===== src/logic/drpi_pkg.sv =====
// package for the drive run permissive input block
package drpi_pkg;
  // qualification time for a contact change
  localparam int unsigned DEB_TIME_US   = 10;
  localparam int unsigned CLK_MHZ       = 40;
  localparam int unsigned DEB_CYCLES    = DEB_TIME_US * CLK_MHZ;
  localparam int unsigned DEB_W         = 9;
  // index of each terminal contact in the pin vector
  localparam int unsigned IDX_RUN       = 0;
  localparam int unsigned IDX_STOP      = 1;
  localparam int unsigned IDX_JOG       = 2;
  localparam int unsigned IDX_DIR       = 3;
  localparam int unsigned IDX_REFSEL    = 4;
  localparam int unsigned IDX_COAST     = 5;
  localparam int unsigned IDX_INTLK     = 6;
  localparam int unsigned IDX_FRESET    = 7;
  localparam int unsigned IDX_BRUSH     = 8;
  localparam int unsigned IDX_THERM     = 9;
  localparam int unsigned NUM_IN        = 10;
  // mask bit positions for the non-required commands
  localparam int unsigned MSK_RUN       = 0;
  localparam int unsigned MSK_JOG       = 1;
  localparam int unsigned MSK_DIR       = 2;
  localparam int unsigned MSK_REFSEL    = 3;
  localparam int unsigned MSK_FRESET    = 4;
  localparam int unsigned NUM_MSK       = 5;
  // status and interrupt bits
  localparam int unsigned EV_COAST      = 0;
  localparam int unsigned EV_INTLK      = 1;
  localparam int unsigned EV_THERM      = 2;
  localparam int unsigned EV_BRUSH      = 3;
  localparam int unsigned NUM_EV        = 4;
  // register offsets
  localparam logic [3:0] REG_MASK       = 4'h0;
  localparam logic [3:0] REG_SOFT       = 4'h1;
  localparam logic [3:0] REG_STAT       = 4'h2;
  localparam logic [3:0] REG_IRQ_MASK   = 4'h3;
  localparam logic [3:0] REG_STATE      = 4'h4;
  localparam logic [3:0] REG_INPUTS     = 4'h5;
  // soft command bits (keypad or network adapter)
  localparam int unsigned SC_RUN        = 0;
  localparam int unsigned SC_STOP       = 1;
  localparam int unsigned SC_JOG        = 2;
  localparam int unsigned SC_DIR        = 3;
  localparam int unsigned SC_REFSEL     = 4;
  localparam int unsigned SC_FRESET     = 5;
  localparam int unsigned NUM_SC        = 6;

  typedef enum logic [1:0] {
    ST_STOPPED = 2'b00,
    ST_RUNNING = 2'b01,
    ST_JOGGING = 2'b10
  } drpi_state_t;
endpackage


===== src/logic/drpi_top.sv =====
// discrete control input qualification and run permissive logic
//
// Implementation choices: strobed register access and the register offsets.
`timescale 1ns/1ps
module drpi_top #(
  parameter int unsigned DEB_CYCLES = drpi_pkg::DEB_CYCLES
) (
  input  wire logic                         clk,             // 40 MHz regulator clock
  input  wire logic                         sys_rst,         // synchronous reset
  input  wire logic [drpi_pkg::NUM_IN-1:0]  term_in,         // 24 V contacts, 1 = closed
  input  wire logic [3:0]                   reg_addr,        // register address
  input  wire logic [7:0]                   reg_wdata,       // write data
  input  wire logic                         reg_wr,          // write strobe
  input  wire logic                         reg_rd,          // read strobe
  output logic [7:0]                        reg_rdata,       // read data, cycle after
  output logic                              drive_ready,     // all permissives closed, no latched fault
  output logic                              run_active,      // regulator run
  output logic                              jog_active,      // regulator jog
  output logic                              dir_reverse,     // 1 = reverse
  output logic                              ref1_select,     // 1 = analog ref 1
  output logic                              contactor_close, // ac / braking contactor
  output logic                              fault_latched,   // latched coast fault
  output logic                              brush_warning,   // maintenance warning
  output logic                              irq              // level interrupt
);
  // three-stage synchronisers, compare stages two and three
  logic [drpi_pkg::NUM_IN-1:0] sync1_reg;
  logic [drpi_pkg::NUM_IN-1:0] sync2_reg;
  logic [drpi_pkg::NUM_IN-1:0] sync3_reg;
  logic [drpi_pkg::NUM_IN-1:0] clean_reg;
  logic [drpi_pkg::DEB_W-1:0]  deb_cnt_reg [drpi_pkg::NUM_IN];

  always_ff @(posedge clk) begin
    if (sys_rst) begin
      sync1_reg <= '0;
      sync2_reg <= '0;
      sync3_reg <= '0;
    end else begin
      sync1_reg <= term_in;
      sync2_reg <= sync1_reg;
      sync3_reg <= sync2_reg;
    end
  end

  // debounce: a change must persist for the full qualification time
  // a contact still bouncing restarts the count, so it never qualifies
  genvar gi;
  generate
    for (gi = 0; gi < drpi_pkg::NUM_IN; gi++) begin : g_deb
      always_ff @(posedge clk) begin
        if (sys_rst) begin
          deb_cnt_reg[gi] <= '0;
          clean_reg[gi]   <= 1'b0; // open at reset: safe, nothing permitted
        end else if (sync2_reg[gi] != sync3_reg[gi] || sync3_reg[gi] == clean_reg[gi]) begin
          deb_cnt_reg[gi] <= '0;
        end else if (deb_cnt_reg[gi] == drpi_pkg::DEB_W'(DEB_CYCLES - 1)) begin
          deb_cnt_reg[gi] <= '0;
          clean_reg[gi]   <= sync3_reg[gi];
        end else begin
          deb_cnt_reg[gi] <= deb_cnt_reg[gi] + 1'b1;
        end
      end
    end
  endgenerate

  // software registers
  logic [drpi_pkg::NUM_MSK-1:0] mask_reg;     // 1 = terminal input masked off
  logic [drpi_pkg::NUM_SC-1:0]  soft_reg;     // keypad / adapter commands
  logic [drpi_pkg::NUM_EV-1:0]  stat_reg;
  logic [drpi_pkg::NUM_EV-1:0]  irq_mask_reg; // 1 = event enabled
  logic                         wr_mask;
  logic                         wr_soft;
  logic                         wr_stat;
  logic                         wr_imask;
  assign wr_mask  = reg_wr && reg_addr == drpi_pkg::REG_MASK;
  assign wr_soft  = reg_wr && reg_addr == drpi_pkg::REG_SOFT;
  assign wr_stat  = reg_wr && reg_addr == drpi_pkg::REG_STAT;
  assign wr_imask = reg_wr && reg_addr == drpi_pkg::REG_IRQ_MASK;

  // mask and soft-command storage
  always_ff @(posedge clk) begin
    if (sys_rst) begin
      mask_reg     <= '0;
      soft_reg     <= '0;
      irq_mask_reg <= '0;
    end else begin
      if (wr_mask)  mask_reg     <= reg_wdata[drpi_pkg::NUM_MSK-1:0];
      if (wr_soft)  soft_reg     <= reg_wdata[drpi_pkg::NUM_SC-1:0];
      if (wr_imask) irq_mask_reg <= reg_wdata[drpi_pkg::NUM_EV-1:0];
    end
  end

  // terminal contact unless masked off, or the keypad / adapter command
  function automatic logic merge_cmd(input logic term_bit,
                                     input logic masked_bit,
                                     input logic soft_bit);
    merge_cmd = (term_bit && !masked_bit) || soft_bit;
  endfunction

  // merged command sources
  logic stop_closed, coast_closed, intlk_closed, brush_closed, therm_closed;
  logic cmd_run, cmd_jog, cmd_dir, cmd_ref1, cmd_freset, cmd_stop;
  assign stop_closed  = clean_reg[drpi_pkg::IDX_STOP];
  assign coast_closed = clean_reg[drpi_pkg::IDX_COAST];
  assign intlk_closed = clean_reg[drpi_pkg::IDX_INTLK];
  assign brush_closed = clean_reg[drpi_pkg::IDX_BRUSH];
  assign therm_closed = clean_reg[drpi_pkg::IDX_THERM];
  assign cmd_run    = merge_cmd(clean_reg[drpi_pkg::IDX_RUN], mask_reg[drpi_pkg::MSK_RUN],
                                soft_reg[drpi_pkg::SC_RUN]);
  assign cmd_jog    = merge_cmd(clean_reg[drpi_pkg::IDX_JOG], mask_reg[drpi_pkg::MSK_JOG],
                                soft_reg[drpi_pkg::SC_JOG]);
  assign cmd_dir    = merge_cmd(clean_reg[drpi_pkg::IDX_DIR], mask_reg[drpi_pkg::MSK_DIR],
                                soft_reg[drpi_pkg::SC_DIR]);
  assign cmd_ref1   = merge_cmd(clean_reg[drpi_pkg::IDX_REFSEL], mask_reg[drpi_pkg::MSK_REFSEL],
                                soft_reg[drpi_pkg::SC_REFSEL]);
  assign cmd_freset = merge_cmd(clean_reg[drpi_pkg::IDX_FRESET], mask_reg[drpi_pkg::MSK_FRESET],
                                soft_reg[drpi_pkg::SC_FRESET]);
  // open stop contact or keypad stop
  assign cmd_stop   = !stop_closed || soft_reg[drpi_pkg::SC_STOP];

  logic permit;
  assign permit = stop_closed && coast_closed && intlk_closed && brush_closed && therm_closed;
  // coast trip ignores brush wear, which warns and blocks a start but never stops a run
  logic coast_trip;
  assign coast_trip = !coast_closed || !intlk_closed || !therm_closed;

  // edge detect for run and fault reset, on clean (debounced) signals
  logic run_prev_reg, freset_prev_reg;
  always_ff @(posedge clk) begin
    if (sys_rst) begin
      run_prev_reg    <= 1'b0;
      freset_prev_reg <= 1'b0;
    end else begin
      run_prev_reg    <= cmd_run;
      freset_prev_reg <= cmd_freset;
    end
  end
  logic freset_rise;
  assign freset_rise = cmd_freset && !freset_prev_reg;

  // run state machine
  drpi_pkg::drpi_state_t state_reg;
  always_ff @(posedge clk) begin
    if (sys_rst) begin
      state_reg <= drpi_pkg::ST_STOPPED;
    end else begin
      unique case (state_reg)
        drpi_pkg::ST_STOPPED: begin
          if (permit && !fault_latched && !cmd_stop && cmd_run && !run_prev_reg)
            state_reg <= drpi_pkg::ST_RUNNING;
          else if (permit && !fault_latched && !cmd_stop && cmd_jog)
            state_reg <= drpi_pkg::ST_JOGGING;
        end
        drpi_pkg::ST_RUNNING: begin
          if (cmd_stop || coast_trip)
            state_reg <= drpi_pkg::ST_STOPPED;
        end
        drpi_pkg::ST_JOGGING: begin
          if (cmd_stop || coast_trip || !cmd_jog)
            state_reg <= drpi_pkg::ST_STOPPED;
        end
        // unused code falls back to stopped, contactor open
        default: begin
          state_reg <= drpi_pkg::ST_STOPPED;
        end
      endcase
    end
  end

  // outputs from flip-flops
  always_ff @(posedge clk) begin
    if (sys_rst) begin
      drive_ready     <= 1'b0;
      run_active      <= 1'b0;
      jog_active      <= 1'b0;
      dir_reverse     <= 1'b0;
      ref1_select     <= 1'b0;
      contactor_close <= 1'b0;
      brush_warning   <= 1'b0;
    end else begin
      drive_ready     <= permit && !fault_latched;
      run_active      <= state_reg == drpi_pkg::ST_RUNNING && !cmd_stop && !coast_trip;
      jog_active      <= state_reg == drpi_pkg::ST_JOGGING && !cmd_stop && !coast_trip;
      dir_reverse     <= cmd_dir;
      ref1_select     <= cmd_ref1;
      // coast opens the contactor; thermostat too
      contactor_close <= !coast_trip && state_reg != drpi_pkg::ST_STOPPED;
      brush_warning   <= !brush_closed;
    end
  end

  // latched coast fault, cleared by a fault reset edge
  always_ff @(posedge clk) begin
    if (sys_rst) begin
      fault_latched <= 1'b0;
    end else if (state_reg != drpi_pkg::ST_STOPPED && coast_trip) begin
      fault_latched <= 1'b1; // a new trip wins over a reset
    end else if (freset_rise) begin
      fault_latched <= 1'b0;
    end
  end

  // sticky event status; set wins over write-one-clear
  logic [drpi_pkg::NUM_EV-1:0] ev_now;
  assign ev_now[drpi_pkg::EV_COAST] = !coast_closed;
  assign ev_now[drpi_pkg::EV_INTLK] = !intlk_closed;
  assign ev_now[drpi_pkg::EV_THERM] = !therm_closed;
  assign ev_now[drpi_pkg::EV_BRUSH] = !brush_closed;
  always_ff @(posedge clk) begin
    if (sys_rst) begin
      stat_reg <= '0;
    end else begin
      stat_reg <= ((freset_rise ? '0 : stat_reg)
                   & ~(wr_stat ? reg_wdata[drpi_pkg::NUM_EV-1:0] : '0)) | ev_now;
    end
  end

  // level interrupt from enabled sticky events
  always_ff @(posedge clk) begin
    if (sys_rst) irq <= 1'b0;
    else         irq <= |(stat_reg & irq_mask_reg);
  end

  // read data one cycle after the strobe, zero otherwise
  always_ff @(posedge clk) begin
    if (sys_rst || !reg_rd) begin
      reg_rdata <= '0;
    end else begin
      unique case (reg_addr)
        drpi_pkg::REG_MASK:     reg_rdata <= 8'(mask_reg);
        drpi_pkg::REG_SOFT:     reg_rdata <= 8'(soft_reg);
        drpi_pkg::REG_STAT:     reg_rdata <= 8'(stat_reg);
        drpi_pkg::REG_IRQ_MASK: reg_rdata <= 8'(irq_mask_reg);
        drpi_pkg::REG_STATE:    reg_rdata <= {4'h0, fault_latched, permit, state_reg};
        drpi_pkg::REG_INPUTS:   reg_rdata <= clean_reg[7:0];
        default:                reg_rdata <= 8'h00;
      endcase
    end
  end
endmodule


===== config.mk =====
export PLATFORM = sky130hd
export DESIGN_NAME = drpi_top
export DESIGN_NICKNAME = d
export VERILOG_FILES = /design/src/logic/drpi_pkg.sv /design/src/logic/drpi_top.sv
export SDC_FILE = /design/constraint.sdc
export NUM_CORES = 1
export LEC_CHECK = 0
export BUFFER_PORTS_ARGS = -buffer_cell sky130_fd_sc_hd__buf_2
export CAP_MARGIN = 20
export CORE_ASPECT_RATIO = 0.6
export CORE_UTILIZATION = 55
export DETAILED_ROUTE_END_ITERATION = 10
export PLACE_DENSITY_LB_ADDON = 0.25
export SLEW_MARGIN = 0
export SYNTH_ARGS = -nofsm -noshare
export SYNTH_HDL_FRONTEND = slang
export SYNTH_SLANG_ARGS = --single-unit

===== constraint.sdc =====
create_clock -name clk -period 1.5 [get_ports clk]
set_input_delay 0.15 -clock clk [delete_from_list [all_inputs] [get_ports clk]]
set_output_delay 0.15 -clock clk [all_outputs]
set_load 0.1 [all_outputs]

==> results summary, run 1 <==
The post-route total power came out at 10.3 mW. The detailed-router iteration count before antenna repair came out at 5. The checks that failed: hold timing, setup timing. The die is 157 um wide.

The per-cell routed wire length is 14.7 um. The transition time of the tightest slew-check pin is 0.586 ns. Compared with the post-synthesis result, the final layout area differs by 36.0%. The final hold slack is -0.00173 ns. The core outline area is 0.0138 mm^2. The worst ir drop on vdd is 0.676 mV. The initial standard-cell utilization of the core is 57.2%.

The multi-input gate area in the final layout is 0.00423 mm^2. The critical path's slowest cell is sky130_fd_sc_hd__edfxtp_1. The average vias per placed instance is 5.27. After routing the design area is 0.0108 mm^2. The final net count is 1072. The H-tree depth is 4. The number of enable-type register cells in the synthesized netlist is 90. The required time at the endpoint of the critical path came out at 1.67 ns. The sink count of the clock tree is 170. The routed design has 18300 um of wire.

The synthesized netlist occupies a cell area of 0.00791 mm^2. After global routing the overflow that remains totals 0. The final setup slack of the worst path is -0.0652 ns. In this run, synthesis produced a sequential element count of 170. The number of DRC markers after the initial detailed-route iteration came out at 500.

The net switching power of the design is 2.33 mW. The endpoint arrival time on the critical path came out at 1.73 ns. The critical path goes through nor4bb_4 > nor3b_4 > or2_4 > nor2_1. The number of clock buffers inserted by TritonCTS came out at 17. The number of routed nets with antenna violations came out at 0. The proportion of power drawn by the clock network came out at 43.9%. After synthesis, the mean cell area works out to 10.3 um^2.

The largest stage delay on the critical path came out at 0.45 ns. Setup repair after global routing could not meet its margin everywhere. The total via count in the routed design came out at 6543. The share of power burned in registers is 50.2%. The area taken by flip-flops and latches came out at 0.00432 mm^2. STA classifies the critical path startpoint as a register. For this run, the number of Yosys warnings is 0. The number of global-route vias before repair is 5873.

The wire-length estimate of the detail-placed layout is 12000 um. Synthesis instantiated 55 different standard cells from the library. Derived from the worst setup path, the maximum achievable clock frequency is 639 MHz. The final critical-path share of the clock period came out at 104%. The worst min-delay path endpoint is soft_reg[4]. The count of endpoints failing hold in the final timing report came out at 1. The first-pass GRT wire length is 28100 um.

In this run the power density over the cells is 955 mW/mm^2. In this run the critical register-to-register path is captured at deb_cnt_reg[6][5]. Measured on the finished design, the core utilization comes to 77.7%. The worst setup path is of the reg -> reg kind. The worst hold path stage count is 3. Of the cells placed in the final design, the portion with a size suffix greater than 1 is 27.4%. The internal power consumption came out at 7.94 mW.

The clock-pin transition on the worst setup and hold timing paths is 0.07 ns. The reported leakage power came out at 4.11 nW. The final count of pins violating max slew is 0.

Grouping stages by cell kind, the critical path spends the most delay in simple AND/OR/NAND/NOR gates. The boundary pin count is 43. The total number of placement rows came out at 33. In this run the cell area measured after placement is 0.00947 mm^2. The placer congestion estimate came out at 0.900. The number of port buffers is 40.

STA classifies the critical path endpoint as a register. 0 antenna diodes ended up in the layout. In the synthesized netlist the async set-or-reset flop fraction comes to 0%. The number of filler cells placed in the layout came out at 868. The worst path buffer plus inverter count came out at 0. Among all flip-flop cells after synthesis, the most frequent one is sky130_fd_sc_hd__edfxtp_1. The register with the most flip-flops in the layout has 90 of them. Measured in cells, the most critical reg-to-reg path has a length of 4.

The highest fanout seen on the critical path is 6. The path class of the tightest hold or removal check is in -> reg. The TritonCTS clock tree is done. The run finished, with violations left. The final setup violation count came out at 7. The headroom to the max-slew limit came out at 60.6%. Entering global routing, the biggest net connects 22 pins.

The total DRC errors in the routed layout came out at 0. The total track usage is 24.6%. The area enclosed by the die boundary came out at 0.0149 mm^2.

The accumulated negative setup slack is -0.251 ns. In this run the critical register-to-register path is launched from deb_cnt_reg[6][5]. The maximum root-to-sink buffer count came out at 2. The cell count after placement came out at 1180.

The worst hold path begins at reg_wdata[4]. The die boundary height came out at 94.9 um. The initial antenna violation count was 0. In this run the worst setup path begins at deb_cnt_reg[6][5]. The finished layout holds 1241 standard cells, fillers aside. The number of instances in the synthesized netlist is 770.

The combinational share of power came out at 6.0%. The cell sitting at the root of the clock tree is a sky130_fd_sc_hd__clkbuf_16. The clock tree skew after final layout is 0.0194 ns. The share of the Yosys chip area taken by registers is 54.4%. The clock period minus final worst setup slack is 1.57 ns.

For flop-to-flop paths, the worst setup slack is -0.07 ns. The source-to-sink clock delay at the later pin of the worst-skew pair is 0.43 ns. The count of maximum capacitance violations came out at 0. The switching share of power is 22.7%.
-- per-stage QoR --
stage / worst slack (ns) / hold WS [ns]
global route: -0.127 / 0.0424
CTS: -0.0696 / 0.00300
floorplan: -0.00730 / 0.278
detailed placement: -0.174 / 0.363
finish: -0.0652 / -0.00173
global placement: -0.0341 / 0.361
-- worst reg2reg max path, stage by stage, from the launching register on --
cell and delay (ns):
sky130_fd_sc_hd__edfxtp_1 0.45, sky130_fd_sc_hd__nor4bb_4 0.31, sky130_fd_sc_hd__nor3b_4 0.27, sky130_fd_sc_hd__or2_4 0.21
sky130_fd_sc_hd__nor2_1 0.07
-- worst max path at each step --
stage / endpoint / slack (ns) / depth (start not counted)
2_1_floorplan: deb_cnt_reg[6][8] / -0.007 / 5
3_3_place_gp: deb_cnt_reg[6][5] / -0.03 / 4
3_5_place_dp: deb_cnt_reg[6][3] / -0.17 / 4
4_1_cts: deb_cnt_reg[6][5] / -0.07 / 4
5_1_grt: deb_cnt_reg[6][5] / -0.13 / 4
6_report: deb_cnt_reg[6][5] / -0.07 / 4
-- synth_stat cells (10+ instances only) --
cell type                  number  area share [%]
sky130_fd_sc_hd__a21o_1        11             1.0
sky130_fd_sc_hd__a21oi_1       47             3.0
sky130_fd_sc_hd__a31oi_1       14             1.1
sky130_fd_sc_hd__clkbuf_1      12            0.57
sky130_fd_sc_hd__dfxtp_1       80              20
sky130_fd_sc_hd__edfxtp_1      90              34
sky130_fd_sc_hd__ha_1          10             1.6
sky130_fd_sc_hd__inv_1         20            0.95
sky130_fd_sc_hd__mux2i_1       21             2.7
sky130_fd_sc_hd__nand2_1       31             1.5
sky130_fd_sc_hd__nand2b_1      11            0.87
sky130_fd_sc_hd__nand3_1       46             2.9
sky130_fd_sc_hd__nand3b_1      15             1.4
sky130_fd_sc_hd__nand4_1       20             1.6
sky130_fd_sc_hd__nor2_1       102             4.8
sky130_fd_sc_hd__nor2b_1       40             3.2
sky130_fd_sc_hd__nor3_1        16             1.0
sky130_fd_sc_hd__o21ai_0       30             1.9
sky130_fd_sc_hd__or3_1         13             1.0
sky130_fd_sc_hd__xnor2_1       21             2.3
sky130_fd_sc_hd__xor2_1        17             1.9
-- power groups by stage --
stage | Combinational [mW] | Sequential (mW) | Clock (mW)
floorplan | 0.275 | 5.24 | 0
detailed placement | 0.509 | 5.23 | 0
CTS | 0.541 | 5.13 | 4.57
finish | 0.613 | 5.15 | 4.50
global placement | 0.501 | 5.22 | 0
global route | 0.672 | 5.17 | 4.77
-- kinds of logic (layout without fill, tap and decap cells) --
| logic type | Yosys count | after routing | synth area share (%) |
|---|---|---|---|
| AOI/OAI and AO/OA | 125 | 125 | 9.32 |
| other | 1 | 90 | 0.0474 |
| and+or+nand+nor | 358 | 358 | 24.6 |
| buffers and inverters | 41 | 231 | 2.14 |
| DFF | 170 | 170 | 54.4 |
| adders and majority gates | 10 | 10 | 1.58 |
| xor gates and xnor gates | 38 | 38 | 4.21 |
| muxes | 27 | 27 | 3.66 |
-- layout by cell type (no fill, tap or decap), drive strengths merged, types with 11 or more instances in the layout --
cell / synthesis / layout
a31oi: 14 / 14
edfxtp: 90 / 90
buf: 9 / 168
nand4: 20 / 20
conb: 1 / 90
inv: 20 / 22
dlygate4sd3: 0 / 11
nand2: 31 / 31
mux2i: 21 / 21
xor2: 17 / 17
a21oi: 47 / 47
nand2b: 11 / 11
xnor2: 21 / 21
a21o: 11 / 11
o21ai: 30 / 30
nor2: 102 / 102
nand3b: 15 / 15
dfxtp: 80 / 80
nand3: 46 / 46
or3: 13 / 13
nor3: 17 / 17
nor2b: 40 / 40
clkbuf: 12 / 17
-- area by class of cell --
class	instances	share of cell area [%]
clock inverter	15	1.63
sequential	170	40.1
tap	192	2.23
inverter	20	0.698
timing repair buffer	179	12.0
multi-input combinational	648	39.3
clock buffer	17	3.96
-- metal layers --
layer	GRT usage (%)	share of wire [%]	vias up	wire length, um
li1	-	-	3241	-
met1	34.0	47	3066	8530
met2	38.9	46	214	8450
met3	5.83	5.8	22	1070
met4	6.13	1.3	0	236
met5	0	0	-	0
-- timing repair --
item / CTS / global route
setup endpoints to repair: 36 / 72
pin swaps: 5 / 26
hold buffers: 11 / 0
endpoints found under the hold margin: 11 / 0
buffers inserted: 2 / 18
resized for setup: 18 / 74
(Power assumes the default switching activity.)
==> run 2: changes to the inputs <==
--- a/config.mk
+++ b/config.mk
@@ -8,6 +8,7 @@
 export BUFFER_PORTS_ARGS = -buffer_cell sky130_fd_sc_hd__buf_2
 export CAP_MARGIN = 20
 export CORE_ASPECT_RATIO = 0.6
+export CORE_MARGIN = 1.5
 export CORE_UTILIZATION = 55
 export DETAILED_ROUTE_END_ITERATION = 10
 export PLACE_DENSITY_LB_ADDON = 0.25
==> run 2 against run 1 <==
  * The run ends with setup timing left
  * Wire length is 0.73% lower
  * Sequential power hardly changed
  * Register-to-register slack better by 0.02 ns
  * Global-route usage is 0.17 points lower
  * Critical path depth stayed put
  * Sequential cell count stayed put
  * Power is 5.3% lower
  * Critical path type unchanged
  * Largest cell class unchanged
==> results summary, run 2 (synthesis results as in run 1) <==
The clock net in this run drives a total of 170 sinks. Setup repair after global routing could not meet its margin everywhere. The detailed-router iteration count before antenna repair is 6. The total track usage is 24.4%. The utilization of the core after routing is 76.4%.

In this run, the number of DRC markers left after iteration 0 of detailed routing was 568. In the routed design, unresolved DRC markers number 0. The number of global-route vias before repair came out at 6123. The maximum root-to-sink buffer count is 2. The clock-pin transition on the worst setup and hold timing paths came out at 0.07 ns. The combinational share of power came out at 6.1%. The total overflow left after global routing is 0. The count of endpoints failing hold in the final timing report came out at 0. The number of clock buffers inserted by TritonCTS is 17. The H-tree depth came out at 4. The die boundary height came out at 95.9 um. The clock tree skew after final layout came out at 0.0105 ns.

STA classifies the critical path startpoint as a register. The final net count came out at 1067. The synthesis-to-finish area growth is 33.7%. The count of maximum capacitance violations is 0.

In this run the worst setup path begins at deb_cnt_reg[7][4]. The run finished, with violations left. Leaving out fill and tap cells, the most frequent cell in the layout is sky130_fd_sc_hd__buf_4.

The register with the most flip-flops in the layout has 90 of them. The post-detailed-placement half-perimeter wirelength came out at 12200 um. The layout has 948 filler cells.

The routed design could run at a clock period as short as 1.55 ns. Data on the critical path is required at its endpoint by 1.67 ns. Summed over all cells, the static leakage comes to 4.00 nW. TritonCTS built the clock tree. The number of routed nets with antenna violations is 0. The endpoint arrival time on the critical path came out at 1.72 ns. The share of power burned in registers came out at 52.9%. The power per cell area came out at 921 mW/mm^2. The cell count after placement came out at 1174.

The worst ir drop on vdd is 0.655 mV. The die is 158 um wide. The per-cell routed wire length came out at 14.7 um. The area enclosed by the die boundary is 0.0151 mm^2.

The top cell types in the final layout, fill and taps aside, are 117 x sky130_fd_sc_hd__buf_4, 94 x sky130_fd_sc_hd__nor2_1, 90 x sky130_fd_sc_hd__edfxtp_1, 90 x sky130_fd_sc_hd__conb_1, 75 x sky130_fd_sc_hd__dfxtp_1. The final hold slack is 0.0372 ns. The final route contains 6522 vias. The maximum operating frequency is 646 MHz.

The number of standard cells in the layout, taps in and fillers out came out at 1237. Setup violations remaining at the end of the flow were counted as 9. The final count of pins violating max slew came out at 0.

The core outline area is 0.0138 mm^2. The initial standard-cell utilization of the core came out at 57.2%. The number of port buffers came out at 40. The highest fanout seen on the critical path came out at 5. The path class of the tightest hold or removal check is in -> reg. The final setup slack of the worst path is -0.0491 ns. The worst setup path is of the reg -> reg kind. The switching share of power came out at 22.9%. The final critical-path share of the clock period came out at 103%.

Of the cells placed in the final design, the portion with a size suffix greater than 1 is 26.0%. The proportion of power drawn by the clock network came out at 41.0%. The boundary pin count came out at 43. The placer congestion estimate is 0.858. The later pin in the worst-skew pair is clocked with a latency of 0.43 ns. The first-pass GRT wire length is 28500 um. Wires add up to 18200 um. The final reports fail on setup timing. The average vias per placed instance came out at 5.27. The accumulated negative setup slack is -0.217 ns. The internal power of the cells totals 7.50 mW. The critical path capture point type is a register. The total number of placement rows is 33. Entering global routing, the biggest net connects 29 pins. In this run the most critical hold path is launched from reg_wdata[2].

In this run the clock root is driven by a sky130_fd_sc_hd__clkbuf_16. Summed over all nets, the switching power comes to 2.23 mW. The initial antenna violation count came out at 1.

The worst register-to-register path begins at deb_cnt_reg[7][4].
run 2: routing by layer:
metal | GRT usage, % | up-vias | wire (um)
li1 | - | 3232 | -
met1 | 33.1 | 3065 | 8480
met2 | 38.5 | 185 | 8350
met3 | 4.82 | 40 | 924
met4 | 10.6 | 0 | 398
met5 | 0 | - | 0
run 2: through the flow:
step	setup slack, ns	power [mW]	cell area, um^2
2_1_floorplan	-0.00730	5.51	8280
3_3_place_gp	-0.0578	5.72	9420
3_5_place_dp	-0.110	5.73	9420
4_1_cts	0.00233	9.71	10200
5_1_grt	-0.0817	10.1	10600
6_report	-0.0491	9.73	10600
run 2: what timing repair did:
item	CTS	global route
setup endpoints to repair	31	71
setup buffers	1	16
hold buffers	13	0
resized for setup	13	68
pin swaps	5	24
endpoints found under the hold margin	14	0
run 2: final timing paths:
path,to,slack [ns],cells past startpoint
setup / recovery,deb_cnt_reg[7][5],-0.05,4
hold / removal,mask_reg[2],0.04,3
setup reg to reg,deb_cnt_reg[7][5],-0.05,4
hold reg to reg,sync2_reg[9],0.43,1
run 2: cell type report:
cell class / instances / area (um^2) / area share (%)
multi-input cells: 648 / 4150 / 39.2
inverters: 20 / 75.1 / 0.710
flip-flops and latches: 170 / 4310 / 40.8
clock inverters: 11 / 72.6 / 0.687
clock buffers: 21 / 460 / 4.36
repair buffers: 174 / 1260 / 11.9
diodes: 1 / 2.50 / 0.0237
well taps: 192 / 240 / 2.27
run 2: critical path, stage by stage, from the launching register on:
cell	delay [ns]
sky130_fd_sc_hd__edfxtp_1	0.46
sky130_fd_sc_hd__nor4b_4	0.38
sky130_fd_sc_hd__nor2b_4	0.24
sky130_fd_sc_hd__or2_4	0.17
sky130_fd_sc_hd__nor2_2	0.05
run 2: power by group through the flow:
| stage | sequential [mW] | clock (mW) | combinational, mW |
|---|---|---|---|
| final | 5.15 | 3.99 | 0.596 |
| after global placement | 5.22 | 0 | 0.496 |
| after global routing | 5.16 | 4.26 | 0.654 |
| after CTS | 5.13 | 4.05 | 0.538 |
| after detailed placement | 5.23 | 0 | 0.502 |
| after floorplan | 5.24 | 0 | 0.275 |
==> run 3: changes to the inputs <==
--- a/config.mk
+++ b/config.mk
@@ -9,7 +9,7 @@
 export CAP_MARGIN = 20
 export CORE_ASPECT_RATIO = 0.6
 export CORE_MARGIN = 1.5
-export CORE_UTILIZATION = 55
+export CORE_UTILIZATION = 66
 export DETAILED_ROUTE_END_ITERATION = 10
 export PLACE_DENSITY_LB_ADDON = 0.25
 export SLEW_MARGIN = 0
==> constraint.sdc (replaced) <==
create_clock -name clk -period 1.85 [get_ports clk]
set_input_delay 0.185 -clock clk [delete_from_list [all_inputs] [get_ports clk]]
set_output_delay 0.185 -clock clk [all_outputs]
set_load 0.1 [all_outputs]
==> run 3 against run 2 <==
  * The flow now finishes without violations
  * Wire length is 9.5% lower
  * Highest routed layer is now met5
  * Non-clock buffer count is 110 lower
  * Clock skew hardly changed
  * Critical path depth stayed put
  * Sequential cell count stayed put
  * Largest power group unchanged
==> results summary, run 3 (synthesis results as in run 1) <==
The switching share of power came out at 21.2%. The worst path uses 96.2% of the clock period. The beginning of the worst hold path is reg_wdata[5].

The boundary pin count is 43. The die boundary height came out at 87.8 um. Dividing the detail-routed wire length by the instance count gives 15.0 um. The overflow left after global routing is 0. The internal portion of the total power is 6.57 mW. STA classifies the critical path endpoint as a register. The area enclosed by the die boundary is 0.0127 mm^2. The flow ran to the end, and the final reports show no timing, DRC or antenna violations. The net switching power of the design came out at 1.77 mW.

The core outline area came out at 0.0115 mm^2. Clock-pin slew was measured on the worst setup and hold paths at 0.06 ns. The first-pass GRT wire length came out at 27100 um.

Setup repair after global routing left no endpoint under its margin. The required time at the endpoint of the critical path is 2.02 ns. Clock tree synthesis inserted a total of 17 buffers. The top cell types in the final layout, fill and taps aside, are 102 x sky130_fd_sc_hd__nor2_1, 90 x sky130_fd_sc_hd__edfxtp_1, 90 x sky130_fd_sc_hd__conb_1. The initial standard-cell utilization of the core is 68.8%.

The min-delay analysis places its worst path in the category in -> reg. The utilization of the core after routing is 82.1%. In this run the tightest slew margin relative to its limit is 65.6%. Once detail routing completed, the nets flagged for antenna violations numbered 0. The total DRC errors in the routed layout came out at 0. The average vias per placed instance came out at 5.67. The post-detailed-placement half-perimeter wirelength came out at 11200 um. The proportion of power drawn by the clock network is 45.7%. The cell at the root of the clock tree is sky130_fd_sc_hd__clkbuf_16.

The source-to-sink clock delay at the later pin of the worst-skew pair is 0.42 ns. The routed design has 16400 um of wire. The clock drives 170 sinks. The synthesis-to-finish area growth came out at 19.3%. The total number of placement rows is 30. The critical register-to-register path startpoint is deb_cnt_reg[7][5]. The transition time of the tightest slew-check pin is 0.515 ns.

The count of endpoints failing hold in the final timing report is 0. The number of global-route vias before repair is 5793. The total via count in the routed design came out at 6200. The type of the worst setup path is reg -> reg. Entering global routing, the biggest net connects 38 pins.

The detailed-router iteration count before antenna repair is 4. The TritonCTS clock tree is done. The fraction of layout cells with a size suffix above 1 came out at 11.7%. The register with the most flip-flops in the layout has 90 of them.

The power per cell area came out at 884 mW/mm^2. The congestion estimate from routability-driven global placement came to 0.852. The combinational share of power is 4.1%.

The count of maximum capacitance violations came out at 0. The origin of the worst setup path is deb_cnt_reg[7][5]. The final net count is 957. The maximum root-to-sink buffer count is 2. Derived from the worst setup path, the maximum achievable clock frequency is 562 MHz. The initial antenna violation count is 1. The sort of element at the start of the critical path is a register.

The clock period minus final worst setup slack is 1.78 ns. The clock tree skew after final layout came out at 0.0109 ns. The worst ir drop on vdd came out at 0.657 mV. In this run, the number of DRC markers left after iteration 0 of detailed routing was 393. The final count of pins violating max slew came out at 0.

Setup violations remaining at the end of the flow were counted as 0. The total track usage came out at 27.6%. The reported leakage power came out at 3.47 nW. After routing, the total negative slack on setup checks comes to 0 ns. Leaving out fill and tap cells, the most frequent cell in the layout is sky130_fd_sc_hd__nor2_1.

Input and output buffers added on the ports amount to 40. Sequential cells account for 50.2% of the total power. In this run the number of H-tree levels came out at 4.

The number of diodes added for antenna fixing is 0. The endpoint arrival time on the critical path came out at 1.95 ns. The floorplan step set the die width to 144 um. The highest fanout seen on the critical path came out at 5.
## run 3: cell count changes in the layout (fill, tap and decap cells not counted), moves of 6 or more
cell,previous run,this run
sky130_fd_sc_hd__buf_4,117,18
sky130_fd_sc_hd__nand3_1,35,46
sky130_fd_sc_hd__dlygate4sd3_1,13,5
sky130_fd_sc_hd__nand3_2,8,0
sky130_fd_sc_hd__nor2_1,94,102
sky130_fd_sc_hd__ha_1,3,10
sky130_fd_sc_hd__nor2_2,6,0
sky130_fd_sc_hd__or2_4,7,1
## run 3: what timing repair did
action | CTS | global route
buffers inserted | 0 | 0
setup endpoints to repair | 1 | 17
pin swaps | 0 | 0
hold buffers | 5 | 0
hold endpoints to repair | 5 | 0
resized for setup | 1 | 5
cloned | 0 | 0
## run 3: layout make-up
class	count	area (um^2)
Multi-Input combinational cell	648	3800
Clock buffer	25	551
Inverter	20	75.1
Clock inverter	7	98.8
Fill cell	658	2050
Sequential cell	170	4300
Tap cell	160	200
Timing Repair Buffer	64	405
## run 3: critical path, stage by stage, from the launching register on
cell and delay (ns):
sky130_fd_sc_hd__edfxtp_1 0.47, sky130_fd_sc_hd__nor4b_2 0.37, sky130_fd_sc_hd__nor2b_1 0.35, sky130_fd_sc_hd__or2_1 0.27
sky130_fd_sc_hd__nor2_1 0.08
## run 3: final timing paths
| check | slack (ns) | cells past startpoint | end |
|---|---|---|---|
| setup / recovery | 0.07 | 4 | deb_cnt_reg[7][3] |
| hold / removal | 0.01 | 3 | soft_reg[5] |
| setup reg to reg | 0.07 | 4 | deb_cnt_reg[7][3] |
| hold reg to reg | 0.44 | 1 | sync2_reg[2] |
## run 3: routing by layer
layer	routed length, um	share of wire [%]	up-vias	global-route usage, %
met1	7260	44	2930	36.1
met3	1090	6.6	41	6.51
met5	13	0.079	-	0
met2	7750	47	216	45.7
li1	-	-	3011	-
met4	320	1.9	2	10.3
## run 3: power by group through the flow
stage          Combinational, mW  Clock (mW)  Sequential [mW]
3_3_place_gp               0.302           0             4.25
3_5_place_dp               0.313           0             4.26
4_1_cts                    0.327        3.83             4.18
5_1_grt                    0.379        4.00             4.20
2_1_floorplan              0.221           0             4.24
6_report                   0.339        3.81             4.19
## run 3: stage by stage
| step | hold WS [ns] | instances | power [mW] | worst slack, ns | cell area (um^2) |
|---|---|---|---|---|---|
| floorplan | 0.313 | 859 | 4.47 | 0.248 | 8240 |
| global placement | 0.401 | 1057 | 4.55 | 0.161 | 8700 |
| detailed placement | 0.405 | 1057 | 4.57 | 0.0361 | 8700 |
| CTS | 0.00602 | 1094 | 8.34 | 0.0713 | 9410 |
| global route | 0.0134 | 1094 | 8.58 | 0.0137 | 9430 |
| finish | 0.0117 | 1094 | 8.34 | 0.0712 | 9430 |
